**config.mk**
```make
export PLATFORM = sky130hd
export DESIGN_NAME = sap_sequencer
export DESIGN_NICKNAME = d
export VERILOG_FILES = /design/src/sap_pkg.sv /design/src/sap_sequencer.sv /design/src/sap_sar_core.sv
export SDC_FILE = /design/constraint.sdc
export NUM_CORES = 1
export LEC_CHECK = 0
export BUFFER_PORTS_ARGS = -buffer_cell sky130_fd_sc_hd__buf_4
export CAP_MARGIN = 40
export CORE_MARGIN = 5
export CORE_UTILIZATION = 35
export DETAILED_ROUTE_END_ITERATION = 12
export GPL_TIMING_DRIVEN = 0
export HOLD_SLACK_MARGIN = 0.03
export PLACE_DENSITY = 0.57
export SLEW_MARGIN = 40
export SYNTH_ARGS = -nofsm -noshare
export SYNTH_HDL_FRONTEND = slang
export SYNTH_SLANG_ARGS = --single-unit
export TNS_END_PERCENT = 1
```
**constraint.sdc**
```tcl
create_clock -name ref_clk -period 2.15 [get_ports ref_clk]
set_clock_uncertainty 0.15 [all_clocks]
set_input_delay 0.3225 -clock ref_clk [delete_from_list [all_inputs] [get_ports ref_clk]]
set_output_delay 0.3225 -clock ref_clk [all_outputs]
set_load 0.1 [all_outputs]
```
**src/sap_pkg.sv**
```systemverilog
// Shared constants and types for the converter control sequencer
package sap_pkg;
   localparam int          SAP_DATA_W       = 10;
   localparam int          SAP_CLK_MHZ      = 100;
   localparam int          SAP_CONV_NS      = 6000;
   // Longest time rounds down to whole reference cycles
   localparam int          SAP_CONV_CYC     = (SAP_CONV_NS * SAP_CLK_MHZ) / 1000;
   // Internal bit clock near 4.2 MHz: 100 MHz / 24
   localparam int          SAP_BIT_DIV      = 24;
   // SAR and trial registers plus two comparator sync stages before a decision
   localparam int          SAP_SETTLE_CYC   = 4;
   localparam logic [9:0]  SAP_CODE_ONES    = 10'h3FF;
   localparam logic [9:0]  SAP_CODE_ZEROS   = 10'h000;
   localparam logic [9:0]  SAP_RESULT_RST   = 10'h000;

   typedef enum logic [3:0] {
      SAP_TRACK   = 4'h1,
      SAP_HOLD    = 4'h2,
      SAP_CONVERT = 4'h4,
      SAP_LATCH   = 4'h8
   } sap_state_t;
endpackage : sap_pkg

```
**src/sap_sequencer.sv**
```systemverilog
// Converter control sequencer: host strobes, hold, conversion, output latch
`timescale 1ns/1ns
`default_nettype none
module sap_sequencer
   import sap_pkg::*;
#(
   parameter int DATA_W  = SAP_DATA_W,
   parameter int BIT_DIV = SAP_BIT_DIV
) (
   input  wire logic              ref_clk,
   input  wire logic              sys_rst,
   input  wire logic              chip_sel_n,
   input  wire logic              wr_n,
   input  wire logic              rd_n,
   input  wire logic              alternate_timing_input,
   input  wire logic              use_alt_timing,
   input  wire logic              cmp_above,
   input  wire logic              over_range,
   input  wire logic              under_range,
   output logic [DATA_W-1:0]      dac_code,
   output logic                   hold_en,
   output logic                   eoc_n,
   output logic [DATA_W-1:0]      data_out,
   output logic                   data_oe
);
   typedef struct packed {
      logic [2:0]        cs_s;
      logic [2:0]        wr_s;
      logic [2:0]        rd_s;
      logic [2:0]        alt_s;
      logic [1:0]        cmp_s;
      logic [1:0]        ovr_s;
      logic [1:0]        und_s;
      logic [1:0]        alt_en_s;
      sap_state_t        state;
      logic [7:0]        div;
      logic [15:0]       conv_cnt;
      logic              start;
      logic [DATA_W-1:0] latch;
      logic [DATA_W-1:0] dac;
      logic              hold;
      logic              eoc_n;
      logic [DATA_W-1:0] dout;
      logic              oe;
   } sap_seq_t;

   sap_seq_t st_q;
   sap_seq_t st_d;

   logic              step;
   logic [DATA_W-1:0] sar_trial;
   logic [DATA_W-1:0] sar_result;
   logic              sar_done;

   function automatic logic rising(input logic [2:0] s);
      rising = s[1] & ~s[2];
   endfunction : rising

   function automatic logic falling(input logic [2:0] s);
      falling = ~s[1] & s[2];
   endfunction : falling

   ////////////////////////////////////////////////////////////////////////
   // Bit step: internal divider or rising edge of the alternate timing pin
   always_comb begin
      if (st_q.alt_en_s[1]) begin
         step = rising(st_q.alt_s);
      end else begin
         step = (st_q.div == 8'(BIT_DIV - 1));
      end
      // Early step would decide on the previous trial code
      if (st_q.conv_cnt < 16'(SAP_SETTLE_CYC)) begin
         step = 1'b0;
      end
   end

   sap_sar_core #(
      .WIDTH     (DATA_W)
   ) u_core (
      .ref_clk   (ref_clk),
      .sys_rst   (sys_rst),
      .start     (st_q.start),
      .step      (step),
      .cmp_above (st_q.cmp_s[1]),
      .trial     (sar_trial),
      .result    (sar_result),
      .done      (sar_done)
   );

   ////////////////////////////////////////////////////////////////////////
   always_comb begin
      logic sel;
      logic wr_rise;
      logic rd_fall;
      logic rd_rise;
      sel     = ~st_q.cs_s[1];
      wr_rise = rising(st_q.wr_s) & sel;
      rd_fall = falling(st_q.rd_s) & sel;
      rd_rise = rising(st_q.rd_s);
      st_d       = st_q;
      st_d.cs_s  = {st_q.cs_s[1:0], chip_sel_n};
      st_d.wr_s  = {st_q.wr_s[1:0], wr_n};
      st_d.rd_s  = {st_q.rd_s[1:0], rd_n};
      st_d.alt_s = {st_q.alt_s[1:0], alternate_timing_input};
      st_d.cmp_s = {st_q.cmp_s[0], cmp_above};
      st_d.ovr_s = {st_q.ovr_s[0], over_range};
      st_d.und_s = {st_q.und_s[0], under_range};
      st_d.alt_en_s = {st_q.alt_en_s[0], use_alt_timing};
      st_d.start = 1'b0;
      st_d.dac   = sar_trial;
      st_d.div   = (st_q.div == 8'(BIT_DIV - 1)) ? 8'h00 : st_q.div + 8'h01;
      // Read side: drive only while a selected read is open
      if (rd_fall) begin
         st_d.eoc_n = 1'b1;
         st_d.dout  = st_q.latch;
         st_d.oe    = 1'b1;
      end
      if (rd_rise || st_q.cs_s[1]) begin
         st_d.oe = 1'b0;
      end
      case (st_q.state)
         SAP_TRACK: begin
            st_d.hold = 1'b0;
            if (wr_rise) begin
               st_d.hold     = 1'b1;
               st_d.start    = 1'b1;
               st_d.conv_cnt = 16'h0000;
               st_d.eoc_n    = 1'b1;
               st_d.state    = SAP_CONVERT;
            end
         end
         SAP_CONVERT: begin
            st_d.conv_cnt = st_q.conv_cnt + 16'h0001;
            if (sar_done) begin
               st_d.state = SAP_LATCH;
               // Saturate against references; comparator ends agree anyway
               if (st_q.ovr_s[1]) begin
                  st_d.latch = SAP_CODE_ONES;
               end else if (st_q.und_s[1]) begin
                  st_d.latch = SAP_CODE_ZEROS;
               end else begin
                  st_d.latch = sar_result;
               end
            end
         end
         SAP_LATCH: begin
            // Latch settled one cycle before the flag falls
            st_d.eoc_n = 1'b0;
            st_d.hold  = 1'b0;
            st_d.state = SAP_TRACK;
         end
         default: begin
            st_d.state = SAP_TRACK;
         end
      endcase
   end

   always_ff @(posedge ref_clk) begin
      if (sys_rst) begin
         st_q       <= '0;
         st_q.cs_s  <= 3'h7;
         st_q.wr_s  <= 3'h7;
         st_q.rd_s  <= 3'h7;
         st_q.state <= SAP_TRACK;
         st_q.eoc_n <= 1'b1;
         st_q.latch <= SAP_RESULT_RST;
      end else begin
         st_q <= st_d;
      end
   end

   assign dac_code = st_q.dac;
   assign hold_en  = st_q.hold;
   assign eoc_n    = st_q.eoc_n;
   assign data_out = st_q.dout;
   assign data_oe  = st_q.oe;

   ////////////////////////////////////////////////////////////////////////
   // Internal timing: 10 steps of 24 cycles plus overhead, well under 600
   localparam int CONV_MAX = SAP_CONV_CYC;
endmodule : sap_sequencer
`default_nettype wire

```
**src/sap_sar_core.sv**
```systemverilog
// Successive-approximation register, one bit decided per step pulse
`timescale 1ns/1ns
`default_nettype none
module sap_sar_core
   import sap_pkg::*;
#(
   parameter int WIDTH = SAP_DATA_W
) (
   input  wire logic             ref_clk,
   input  wire logic             sys_rst,
   input  wire logic             start,
   input  wire logic             step,
   input  wire logic             cmp_above,
   output logic [WIDTH-1:0]      trial,
   output logic [WIDTH-1:0]      result,
   output logic                  done
);
   typedef struct packed {
      logic [WIDTH-1:0] code;
      logic [WIDTH-1:0] mask;
      logic             busy;
      logic             done;
   } sap_core_t;

   sap_core_t st_q;
   sap_core_t st_d;

   always_comb begin
      st_d      = st_q;
      st_d.done = 1'b0;
      if (start) begin
         st_d.code = '0;
         st_d.mask = {1'b1, {(WIDTH-1){1'b0}}};
         st_d.busy = 1'b1;
      end else if (st_q.busy && step) begin
         // Keep the trial bit only when the input lies above it
         if (cmp_above) begin
            st_d.code = st_q.code | st_q.mask;
         end
         st_d.mask = st_q.mask >> 1;
         if (st_q.mask[0]) begin
            st_d.busy = 1'b0;
            st_d.done = 1'b1;
         end
      end
   end

   always_ff @(posedge ref_clk) begin
      if (sys_rst) begin
         st_q <= '0;
      end else begin
         st_q <= st_d;
      end
   end

   assign trial  = st_q.code | st_q.mask;
   assign result = st_q.code;
   assign done   = st_q.done;
endmodule : sap_sar_core
`default_nettype wire

```
Word level (Yosys, flattened, before mapping)

Cells that the tools add are included.

Output and inout bits: 23
Register bits after elaboration: 103
Input port bits: 10

Reductions and logical operators: 16
Bitwise operators: 14
Muxes and demuxes: 15
$lt $le $gt $ge: 1
Add/sub/neg operators: 2
Equality and inequality tests: 6

Operators with widths:

| operator                                            | count |
|---|---|
| one-hot mux 16 bit (2 select lines)                 | 1 |
| 2-to-1 mux 12 bit                                   | 2 |
| 2-to-1 mux 10 bit                                   | 2 |
| 2-to-1 mux 17 bit                                   | 1 |
| adder 16 x 1 -> 16 bit, second input constant       | 1 |
| < comparator 16 x 3 -> 1 bit, second input constant | 1 |
| 2-to-1 mux 11 bit                                   | 1 |
| OR 10 bit                                           | 1 |
| AND reduction 2 bit                                 | 5 |
| adder 8 x 1 -> 8 bit, second input constant         | 1 |
| equality test 8 x 5 -> 1 bit, second input constant | 1 |
| 2-to-1 mux 4 bit                                    | 2 |
| one-hot mux 4 bit (2 select lines)                  | 1 |
| nonzero test 2 bit                                  | 4 |
| OR reduction 2 bit                                  | 4 |
| inverter 1 bit                                      | 7 |
| bitwise AND 1 bit                                   | 6 |
| equality test 4 x 1 -> 1 bit, second input constant | 1 |
| equality test 4 x 3 -> 1 bit, second input constant | 1 |
| equality test 4 bit, second input constant          | 1 |
| 2-to-1 mux 2 bit                                    | 2 |
| one-hot mux 2 bit (2 select lines)                  | 1 |
| OR reduction 3 bit                                  | 1 |
| 2-to-1 mux 1 bit                                    | 2 |
| other kinds (4)                                     | 4 |

Logic depth before layout (Yosys ltp)

Gate-level depths: netlist of run 1.

Depth in word-level cells: 7
Depth in mapped cells: 6

Modules after synthesis

A second synthesis of run 1 with hierarchy kept.

Cells, all modules: 437
Area total of the unflattened synthesis: 4,176.5 µm²

Modules (own cells, without submodules):

| module        | instances | cells an instance | seq. area each (µm²) | area an instance (µm²) |
|---|---|---|---|---|
| sap_sequencer | 1         | 331               | 1,601.5              | 3,139.3 |
| sap_sar_core  | 1         | 106               | 440.4                | 1,037.2 |

Least setup slack after synthesis of run 1

Ideal clock, no wire load.

Path kind: flip-flop to flip-flop
Start: register st_q[50] (netlist name)
End: register u_core.st_q[10] (netlist name)
Slack: 396 ps
Period minus slack after synthesis: 1,754 ps
Library setup time: 126 ps
Path buffers: 1
Stages on the path, launching flop included: 7
Required time: 1,874 ps
Arrival time: 1,478 ps
Cell sequence: dfxtp_1 ha_1 nor4bb_1 a21boi_0 nand3b_1 buf_2 mux2i_1

Longest elaborated chain between the ends: 4

Ends and longest elaborated chain:

| item                         | line                 | source |
|---|---|---|
| start: declaration           | sap_sequencer.sv:47  | `sap_seq_t st_q;` |
| start signal: assignment     | sap_sequencer.sv:168 | `st_q <= st_d;` |
| equality test 8 x 5 -> 1 bit | sap_sequencer.sv:69  | `step = (st_q.div == 8'(BIT_DIV - 1));` |
| 2-to-1 mux 1 bit             | sap_sequencer.sv:66  | `if (st_q.alt_en_s[1]) begin` |
| 2-to-1 mux 1 bit             | sap_sequencer.sv:72  | `if (st_q.conv_cnt < 16'(SAP_SETTLE_CYC)) begin` |
| logical AND 1 bit            | sap_sar_core.sv:35   | `end else if (st_q.busy && step) begin` |
| end signal: assignment       | sap_sar_core.sv:52   | `st_q <= st_d;` |
| end: declaration             | sap_sar_core.sv:25   | `sap_core_t st_q;` |

Every way passes these cells.
A chain may end at the register's enable or synchronous reset.

Final worst setup path of run 1

Start: register st_q[60] (netlist name)
End: register st_q[49] (netlist name)

Longest elaborated chain between the ends: 3

Ends and longest elaborated chain:

| item                                                                                | line                 | source |
|---|---|---|
| equality test 4 x 1 -> 1 bit / equality test 4 x 3 -> 1 bit (equally long branches) | sap_sequencer.sv:121 | `case (st_q.state)` |
| inequality test 2 bit (no source line) / nonzero test 2 bit (equally long branches) | -                    |  |
| AND reduction 2 bit (no source line)                                                | -                    |  |

Several ways; a longest one is shown, not always the timed one.

==> run_results.csv, run 1 <==
group,metric,value,unit
run_status,outcome,"finished, final reports clean",
detailed_routing,dr.pass1.iters,4,
logic_synthesis,synth-seq-cells,102,
clock_tree,cts_tree,"built",
placement,gp_routability_congestion,0.8162,
logic_synthesis,synth_top_family_by_area,"simple AND/OR/NAND/NOR gates",
sta,timing.final.ws_setup,0.1411,ns
setup_path,startpoint_type,"register",
logic_synthesis,avgSynthCellArea,9.242,µm²
logic_synthesis,synth_fa_ha_area_frac,0.008878,
logic_synthesis,yosysTopAreaCell,"dfxtp_1",
sta,slew_viol_final,0,
placement,post-place-ws,0.05142,ns
logic_synthesis,synth_cells,427,
final_layout,area_delta_synth_final,19.21,%
logic_synthesis,yosysTopAreaCellShare,0.5174,
logic_synthesis,synthMuxAreaShare,0.04819,
logic_synthesis,synthTopCellsByCount,"dfxtp_1, nor2_1, nand2_1",
final_layout,multi_input_area,0.001657,mm²
run,cap_violations,0,
pwr,p_total,0.003546,W
sta,hold_viol,0,
setup_path,cp_slowest_cell,"or4_1",
clock_tree,cts_buffers,9,
setup_path,endpoint_kind,"register",
grt,grt_first_pass_wirelength,13530,µm
detailed_routing,wl_per_cell,12.72,µm
placement,dp_hpwl,5539,µm
grt,grt_max_degree,18,
sta,hold_ws,0.04270,ns
clock_tree,cts_sinks,102,
final_layout,design_area,0.004705,mm²
clock_tree,clkTransAtPathRegs,0.07,ns
logic_synthesis,synth-main-ff-cell,"dfxtp_1",
sta,slew_headroom,0.6218,
final_layout,drive_above_1_share,0.1820,
logic_synthesis,yosysMostFrequentCell,"dfxtp_1",
setup_path,crit_type,"reg -> reg",
die,row_count,38,
sta,finalSetupViolCount,0,
placement,place_area,0.004362,mm²
detailed_routing,ant_nets,0,
detailed_routing,drt_iter0_drc,136,
clock_tree,cts-htree-levels,3,
sta,max_freq,497.8,MHz
logic_synthesis,synth-seq-area-share,0.5174,
logic_synthesis,yosys.area_share.simple,0.2286,
grt,gr-usage-all-layers,0.1249,
setup_path,crit_chain,"nor3b_4, nand4_4, or4_1, a21oi_1",
logic_synthesis,synth_area,0.003946,mm²
final_layout,antennaDiodeCount,0,
detailed_routing,vias,2996,
detailed_routing,wl,7864,µm
clock_tree,clk_latency,0.34,ns
sta,period_share,0.9344,
final_layout,final_nets,486,
setup_path,slowest_delay,0.50,ns
die,die_height,116.2,µm
sta,period_minus_slack,2.009,ns
grt,antenna_found_initial,0,
placement,port_buffers,32,
detailed_routing,drc,0,
final_layout,nFillCells,1087,
pwr,p_leak,1.836,nW
clock_tree,clock-root-buffer,"clkbuf_16",
setup_path,cp.arrival,2.13,ns
logic_synthesis,synthTopCellsByArea,"dfxtp_1, nor2_1, mux2i_1",
worst_hold_path,hold_class,"in -> reg",
pwr,max-vdd-ir-drop,344.9,µV
logic_synthesis,async_flop_share,0,
logic_synthesis,yosysWarnings,0,
die,ios,33,
grt,first_global_vias,2856,
sta,grt_setup_unrepaired,"true",
logic_synthesis,synth-edff-count,0,
die,coreArea,0.01094,mm²
grt,grt_overflow,0,
die,dieArea,0.01350,mm²
final_layout,postLayoutCoreUtil,0.4302,
final_layout,seq_area,0.002042,mm²
setup_path,crit_fanout,9,
clock_tree,clockBufferDepth,2,
logic_synthesis,synth_compound_area_frac,0.1154,
setup_path,required,2.27,ns
sta,worst_pin_slew,0.5646,ns
logic_synthesis,synth_nets,439,
logic_synthesis,synth_xor_xnor_area_share,0.01332,
die,start_util,0.3609,
logic_synthesis,synthDistinctLibCells,50,
pwr,powerDensity,753.8,mW/mm²
die,die_w,116.2,µm
detailed_routing,via_per_inst,4.848,
worst max-delay path: cells and delay by family (launching register included):
family / cells / cell delay, ns
compound gates: 1 / 0.15
flops: 1 / 0.43
simple gates: 3 / 1.21
layout by cell type (no fill, tap or decap), types with 3 or more instances in the layout:
cell type and instances:
a211oi_1 10, a21oi_1 27, nor2b_1 15, nor2_1 61, or3b_1 3, dlygate4sd3_1 4
clkbuf_16 9, buf_4 52, o21ai_0 18, a31oi_1 3, clkbuf_1 11, inv_1 6
buf_1 4, nand3_1 19, and3_1 6, o211ai_1 3, nor4_1 3, or2_2 9
a41oi_1 3, or4_1 4, xor2_1 4, nand4_1 3, mux2i_1 19, or3_1 3
dfxtp_1 102, buf_2 5, nand2_1 30
per-layer routing:
metal	GRT usage	part of all wire	wire, µm	up-vias
li1	-	-	-	1564
met1	0.1614	0.47	3693	1386
met2	0.2033	0.48	3810	39
met3	0.03627	0.034	271	7
met4	0.03712	0.011	90	0
met5	0	0	0	-
report_power, final:
part / total [W] / internal [W] / switching, W
Combinational: 0.0000999 / 0.0000394 / 0.0000605
Clock: 0.00153 / 0.000822 / 0.000707
Sequential: 0.00192 / 0.00191 / 0.00000843
Total: 0.00355 / 0.00277 / 0.000776
through the flow:
stage | cells | TNS, ns
floorplan | 427 | 0
global placement | 599 | 0
detailed placement | 599 | 0
CTS | 617 | 0
global route | 618 | -0.01221
finish | 618 | 0
logic make-up (layout without fill, tap and decap cells):
group                    count (synthesis)  count (layout)
buffers and inverters                   48              99
flip-flops                             102             102
adder cells (fa/ha/maj)                  3               3
XOR/XNOR                                 6               6
AO/OA/AOI/OAI                           75              75
multiplexers                            19              19
AND/OR/NAND/NOR                        174             174
layout make-up:
cell class	instances	share of cell area
plain buffers	41	0.05160
clock buffers	10	0.05080
clock inverters	5	0.009043
inverters	7	0.005585
multi-input cells	277	0.3521
flip-flops and latches	102	0.4340
well taps	140	0.03723
repair buffers	36	0.05957
what timing repair did:
item,4_1_cts,5_1_grt
endpoints found under the hold margin,3,1
hold buffers,3,1
endpoints found under the setup margin,0,15
gates resized for setup,0,3
buffers inserted,0,0
worst paths after layout:
check                        start                     to  slack [ns]  cells past startpoint
max          st_q[60]$_SDFFE_PP0P_  st_q[49]$_SDFFE_PP0P_        0.14                      4
min                      cmp_above    st_d[69]$_SDFF_PP0_        0.04                      2
max reg2reg  st_q[60]$_SDFFE_PP0P_  st_q[49]$_SDFFE_PP0P_        0.14                      4
min reg2reg    st_d[80]$_SDFF_PP1_    st_d[81]$_SDFF_PP1_        0.26                      1
registers in the layout (all words and copies together) (netlist names):
register	cells
u_core.done	1
hold_en	1
data_oe	1
eoc_n	1
u_core.st_q	11
data_out	10
st_q	45
st_d	12
u_core.result	10
dac_code	10
Note: power is estimated with default switching activity, not from simulation.
==> inputs of run 2 (changes only) <==
--- a/config.mk
+++ b/config.mk
@@ -7,12 +7,14 @@
 export LEC_CHECK = 0
 export BUFFER_PORTS_ARGS = -buffer_cell sky130_fd_sc_hd__buf_4
 export CAP_MARGIN = 40
+export CELL_PAD_IN_SITES_DETAIL_PLACEMENT = 2
+export CELL_PAD_IN_SITES_GLOBAL_PLACEMENT = 2
 export CORE_MARGIN = 5
 export CORE_UTILIZATION = 35
 export DETAILED_ROUTE_END_ITERATION = 12
 export GPL_TIMING_DRIVEN = 0
 export HOLD_SLACK_MARGIN = 0.03
-export PLACE_DENSITY = 0.57
+export PLACE_DENSITY = 0.81
 export SLEW_MARGIN = 40
 export SYNTH_ARGS = -nofsm -noshare
 export SYNTH_HDL_FRONTEND = slang
==> run 2 against run 1 <==
Critical path depth grew 1. Via count rose by 5.6%. Sequential share of layout area fell by 0.54 points. Global-route usage grew 3.7 points. Power grew 5.9%. First-iteration DRC count is 1.5% higher. Utilization rose by 0.54 points. Worst setup slack better by 0.016 ns. Fmax is 0.82% higher. Critical path type unchanged.
==> run_results.csv, run 2 (same netlist as run 1, synthesis figures left out) <==
group,metric,value,unit
sta,timing.final.ws_setup,0.1575,ns
clock_tree,cts_tree,"built",
sta,grt_setup_unrepaired,"false",
clock_tree,clk_latency,0.36,ns
final_layout,drive_above_1_share,0.1896,
detailed_routing,wl,10320,µm
grt,grt_first_pass_wirelength,17190,µm
final_layout,largest_reg_flops,45,
grt,grt_max_degree,19,
setup_path,startpoint_type,"register",
worst_hold_path,whs_path_depth,2,
final_layout,regMostFlops,"st_q",
placement,dp_hpwl,7309,µm
grt,first_global_vias,3465,
sta,hold_viol,0,
clock_tree,cts_sinks,102,
placement,port_buffers,32,
final_layout,final_cell_mix,"dfxtp_1, nor2_1, buf_4",
pwr,p_total,0.003757,W
sta,slew_headroom,0.5317,
die,die_height,116.2,µm
sta,worst_pin_slew,0.6991,ns
setup_path,cp.arrival,2.12,ns
die,start_util,0.3609,
sta,hold_ws,0.03893,ns
final_layout,final_nets,487,
placement,post-place-ws,0.004662,ns
pwr,max-vdd-ir-drop,488.0,µV
die,dieArea,0.01350,mm²
setup_path,required,2.28,ns
setup_path,crit_fanout,8,
setup_path,r2r_slack,0.16,ns
sta,finalSetupViolCount,0,
detailed_routing,drt_iter0_drc,138,
clock_tree,cts-htree-levels,3,
final_layout,nFillCells,1227,
detailed_routing,ant_nets,0,
die,ios,33,
setup_path,r2r_cells,5,
run,cap_violations,0,
sta,max_freq,501.9,MHz
grt,grt_overflow,0,
placement,dp_cells,599,
worst_hold_path,hold_class,"in -> reg",
worst_hold_path,hp-start,"under_range",
setup_path,endpoint_kind,"register",
pwr,p_leak,1.855,nW
final_layout,final_cells,620,
clock_tree,clockBufferDepth,2,
clock_tree,clock-root-buffer,"clkbuf_16",
detailed_routing,dr.pass1.iters,4,
setup_path,reg2reg_to,"st_q[48]$_SDFFE_PP0P_",
clock_tree,clkTransAtPathRegs,0.07,ns
final_layout,layout_commonest_cell,"dfxtp_1",
detailed_routing,drc,0,
placement,gp_routability_congestion,0.7748,
run_status,outcome,"finished, final reports clean",
sta,period_share,0.9268,
clock_tree,cts_buffers,9,
pwr,powerDensity,788.7,mW/mm²
sta,slew_viol_final,0,
detailed_routing,vias,3164,
detailed_routing,via_per_inst,5.103,
final_layout,area_delta_synth_final,20.70,%
die,die_w,116.2,µm
grt,gr-usage-all-layers,0.1620,
worst_hold_path,min_to,"st_d[65]$_SDFF_PP0_",
die,coreArea,0.01094,mm²
grt,antenna_found_initial,0,
final_layout,antennaDiodeCount,0,
setup_path,crit_type,"reg -> reg",
die,row_count,38,
detailed_routing,wl_per_cell,16.64,µm
sta,period_minus_slack,1.993,ns
setup_path,r2r-start,"st_q[34]$_SDFFE_PP0P_",
[run 2: critical path, cell delays in order, from the launching register on]
cell and delay, ns:
dfxtp_1 0.42, ha_1 0.23, and3_1 0.30, nand4_2 0.24, or4_1 0.45, a21oi_1 0.14
[run 2: worst max-delay path by stage]
stage	from	to	slack, ns
detailed placement	st_q[60]$_SDFFE_PP0P_	st_q[48]$_SDFFE_PP0P_	0.005
global route	st_q[34]$_SDFFE_PP0P_	st_q[48]$_SDFFE_PP0P_	0.002
floorplan	st_q[50]$_SDFF_PP0_	u_core.st_q[10]$_SDFFE_PP0P_	0.40
global placement	st_q[60]$_SDFFE_PP0P_	st_q[49]$_SDFFE_PP0P_	0.1
finish	st_q[34]$_SDFFE_PP0P_	st_q[48]$_SDFFE_PP0P_	0.16
CTS	st_q[60]$_SDFFE_PP0P_	st_q[48]$_SDFFE_PP0P_	-0.01
[run 2: final cells by class]
class	instances	area [µm²]	share of cell area
buffer	41	244.0	0.05122
clock buffer	10	239.0	0.05017
clock inverter	6	77.57	0.01629
inverter	7	26.28	0.005516
multi-input combinational	277	1659	0.3483
sequential	102	2042	0.4287
tap	140	175.2	0.03677
timing repair buffer	37	300.3	0.06304
[run 2: where the power goes]
part / internal [W] / total (W) / switching, W
clock: 0.000958 / 0.00173 / 0.000774
combinational: 0.0000411 / 0.000107 / 0.0000663
sequential: 0.00191 / 0.00192 / 0.00000983
total: 0.00291 / 0.00376 / 0.000850
[run 2: per-layer routing]
| metal | vias up | routed length (µm) | global-route usage |
|---|---|---|---|
| li1 | 1550 | - | - |
| met1 | 1568 | 4546 | 0.1930 |
| met2 | 39 | 5280 | 0.2862 |
| met3 | 7 | 390 | 0.04870 |
| met4 | 0 | 97 | 0.03944 |
| met5 | - | 0 | 0 |
[run 2: metrics by stage]
stage,utilization,instance area [µm²],TNS (ns)
3_5_place_dp,0.3989,4362,0
4_1_cts,0.4315,4718,-0.01760
2_1_floorplan,-,3946,0
6_report,0.4356,4763,0
5_1_grt,0.4356,4763,0
3_3_place_gp,0.3989,4362,0
[run 2: timing repair]
action                                  4_1_cts  5_1_grt
hold buffers                                  4        0
setup buffers                                 0        1
endpoints found under the hold margin         4        0
gates resized for setup                       0        6
endpoints found under the setup margin        3       35
==> inputs of run 3 (changes only) <==
==> constraint.sdc (replaced) <==
create_clock -name ref_clk -period 2.15 [get_ports ref_clk]
set_clock_uncertainty 0.15 [all_clocks]
set_input_delay 0.1075 -clock ref_clk [delete_from_list [all_inputs] [get_ports ref_clk]]
set_output_delay 0.1075 -clock ref_clk [all_outputs]
set_load 0.1 [all_outputs]
==> run 3 against run 2 <==
Clock-buffer cell count unchanged. Sequential power about the same. Hold slack better by 0.16 ns. Critical path type unchanged. Wire length up 0.52%. Largest cell class unchanged. Fmax up 0.14%.
==> run_results.csv, run 3 (same netlist as run 1, synthesis figures left out) <==
group,metric,value,unit
clock_tree,cts_sinks,102,
placement,place_area,0.004362,mm²
sta,period_share,0.9254,
setup_path,slowest_delay,0.45,ns
final_layout,area_delta_synth_final,21.72,%
grt,antenna_found_initial,0,
setup_path,cp_slowest_cell,"or4_1",
sta,finalSetupTns,0,ns
final_layout,antennaDiodeCount,0,
sta,grt_setup_unrepaired,"false",
pwr,powerDensity,782.6,mW/mm²
die,die_height,116.2,µm
die,start_util,0.3609,
detailed_routing,dr.pass1.iters,4,
grt,first_global_vias,3479,
sta,max_freq,502.6,MHz
die,die_w,116.2,µm
setup_path,reg2reg_to,"st_q[48]$_SDFFE_PP0P_",
grt,grt_first_pass_wirelength,17250,µm
setup_path,crit_fanout,8,
clock_tree,cts_buffers,9,
clock_tree,clock-root-buffer,"clkbuf_16",
grt,grt_overflow,0,
detailed_routing,vias,3180,
sta,slew_headroom,0.5294,
final_layout,design_area,0.004803,mm²
clock_tree,cts_tree,"built",
detailed_routing,wl_per_cell,16.62,µm
sta,worst_pin_slew,0.7026,ns
setup_path,startpoint_type,"register",
die,ios,33,
run_status,outcome,"finished, final reports clean",
grt,grt_max_degree,19,
die,dieArea,0.01350,mm²
clock_tree,clk_latency,0.35,ns
final_layout,nFillCells,1222,
final_layout,layout_commonest_cell,"dfxtp_1",
setup_path,r2r_slack,0.16,ns
setup_path,r2r_cells,5,
setup_path,crit_chain,"ha_1, and3_1, nand4_2, or4_1, a21oi_1",
detailed_routing,drt_iter0_drc,116,
clock_tree,clockBufferDepth,2,
sta,period_minus_slack,1.990,ns
final_layout,final_cell_mix,"dfxtp_1, nor2_1, buf_4",
final_layout,final_nets,491,
worst_hold_path,min_to,"u_core.result[3]$_SDFFE_PP0P_",
worst_hold_path,whs_path_depth,5,
final_layout,largest_reg_flops,45,
pwr,p_leak,1.872,nW
setup_path,crit_type,"reg -> reg",
pwr,max-vdd-ir-drop,488.5,µV
die,row_count,38,
detailed_routing,via_per_inst,5.096,
grt,gr-usage-all-layers,0.1626,
placement,gp_routability_congestion,0.7748,
clock_tree,cts-htree-levels,3,
setup_path,required,2.28,ns
detailed_routing,drc,0,
setup_path,endpoint_kind,"register",
placement,dp_hpwl,7309,µm
worst_hold_path,hp-start,"sys_rst",
run,cap_violations,0,
setup_path,cp.arrival,2.12,ns
final_layout,drive_above_1_share,0.1880,
worst_hold_path,hold_class,"in -> reg",
setup_path,r2r-start,"st_q[34]$_SDFFE_PP0P_",
die,coreArea,0.01094,mm²
sta,slew_viol_final,0,
placement,port_buffers,32,
detailed_routing,ant_nets,0,
sta,finalSetupViolCount,0,
detailed_routing,wl,10370,µm
sta,hold_viol,0,
clock_tree,clkTransAtPathRegs,0.07,ns
final_layout,regMostFlops,"st_q",
[run 3: per-stage QoR]
step	hold slack [ns]	util	worst slack, ns	instances	power [W]
after CTS	0.2082	0.4351	-0.01083	623	0.003796
final	0.2014	0.4392	0.1603	624	0.003759
after global routing	0.2481	0.4392	0.002359	624	0.003899
after detailed placement	0.1463	0.3989	0.004662	599	0.002063
after global placement	0.1426	0.3989	0.09964	599	0.002056
after floorplan	0.06131	-	0.3961	427	0.002019
[run 3: layer usage]
metal,vias up,global-route usage,part of all wire
met5,-,0,0
met4,0,0.03944,0.0095
met3,8,0.04870,0.032
met1,1582,0.1930,0.44
met2,30,0.2885,0.52
li1,1560,-,-
[run 3: worst max path at each step]
stage                                from                            to  slack [ns]  cells after the start
floorplan             st_q[50]$_SDFF_PP0_  u_core.st_q[10]$_SDFFE_PP0P_        0.40                      6
global placement    st_q[60]$_SDFFE_PP0P_         st_q[49]$_SDFFE_PP0P_         0.1                      4
detailed placement  st_q[60]$_SDFFE_PP0P_         st_q[48]$_SDFFE_PP0P_       0.005                      4
CTS                 st_q[60]$_SDFFE_PP0P_         st_q[48]$_SDFFE_PP0P_       -0.01                      4
global route        st_q[34]$_SDFFE_PP0P_         st_q[48]$_SDFFE_PP0P_       0.002                      5
finish              st_q[34]$_SDFFE_PP0P_         st_q[48]$_SDFFE_PP0P_        0.16                      5
[run 3: worst max-delay path, delay by kind of cell (launching register included)]
kind            cells  cell delay [ns]
flops               1             0.42
fa+ha+maj           1             0.23
simple gates        3             0.98
compound gates      1             0.14
[run 3: report_power, final]
part | switching [W] | internal [W]
clock | 0.000771 | 0.000957
combinational | 0.0000674 | 0.0000458
sequential | 0.00000980 | 0.00191
[run 3: cell type report]
| class | instances | area (µm²) | share of cell area |
|---|---|---|---|
| repair buffers | 41 | 340.3 | 0.07085 |
| multi-input cells | 277 | 1659 | 0.3454 |
| well taps | 140 | 175.2 | 0.03647 |
| flip-flops and latches | 102 | 2042 | 0.4251 |
| plain buffers | 41 | 244.0 | 0.05079 |
| clock inverters | 6 | 77.57 | 0.01615 |
| clock buffers | 10 | 239.0 | 0.04975 |
| inverters | 7 | 26.28 | 0.005470 |
[run 3: timing repair]
action | CTS | global route
setup buffers | 0 | 1
hold buffers | 8 | 0
setup endpoints to repair | 3 | 35
gates resized for setup | 0 | 6
pin swaps | 0 | 0
hold endpoints to repair | 8 | 0
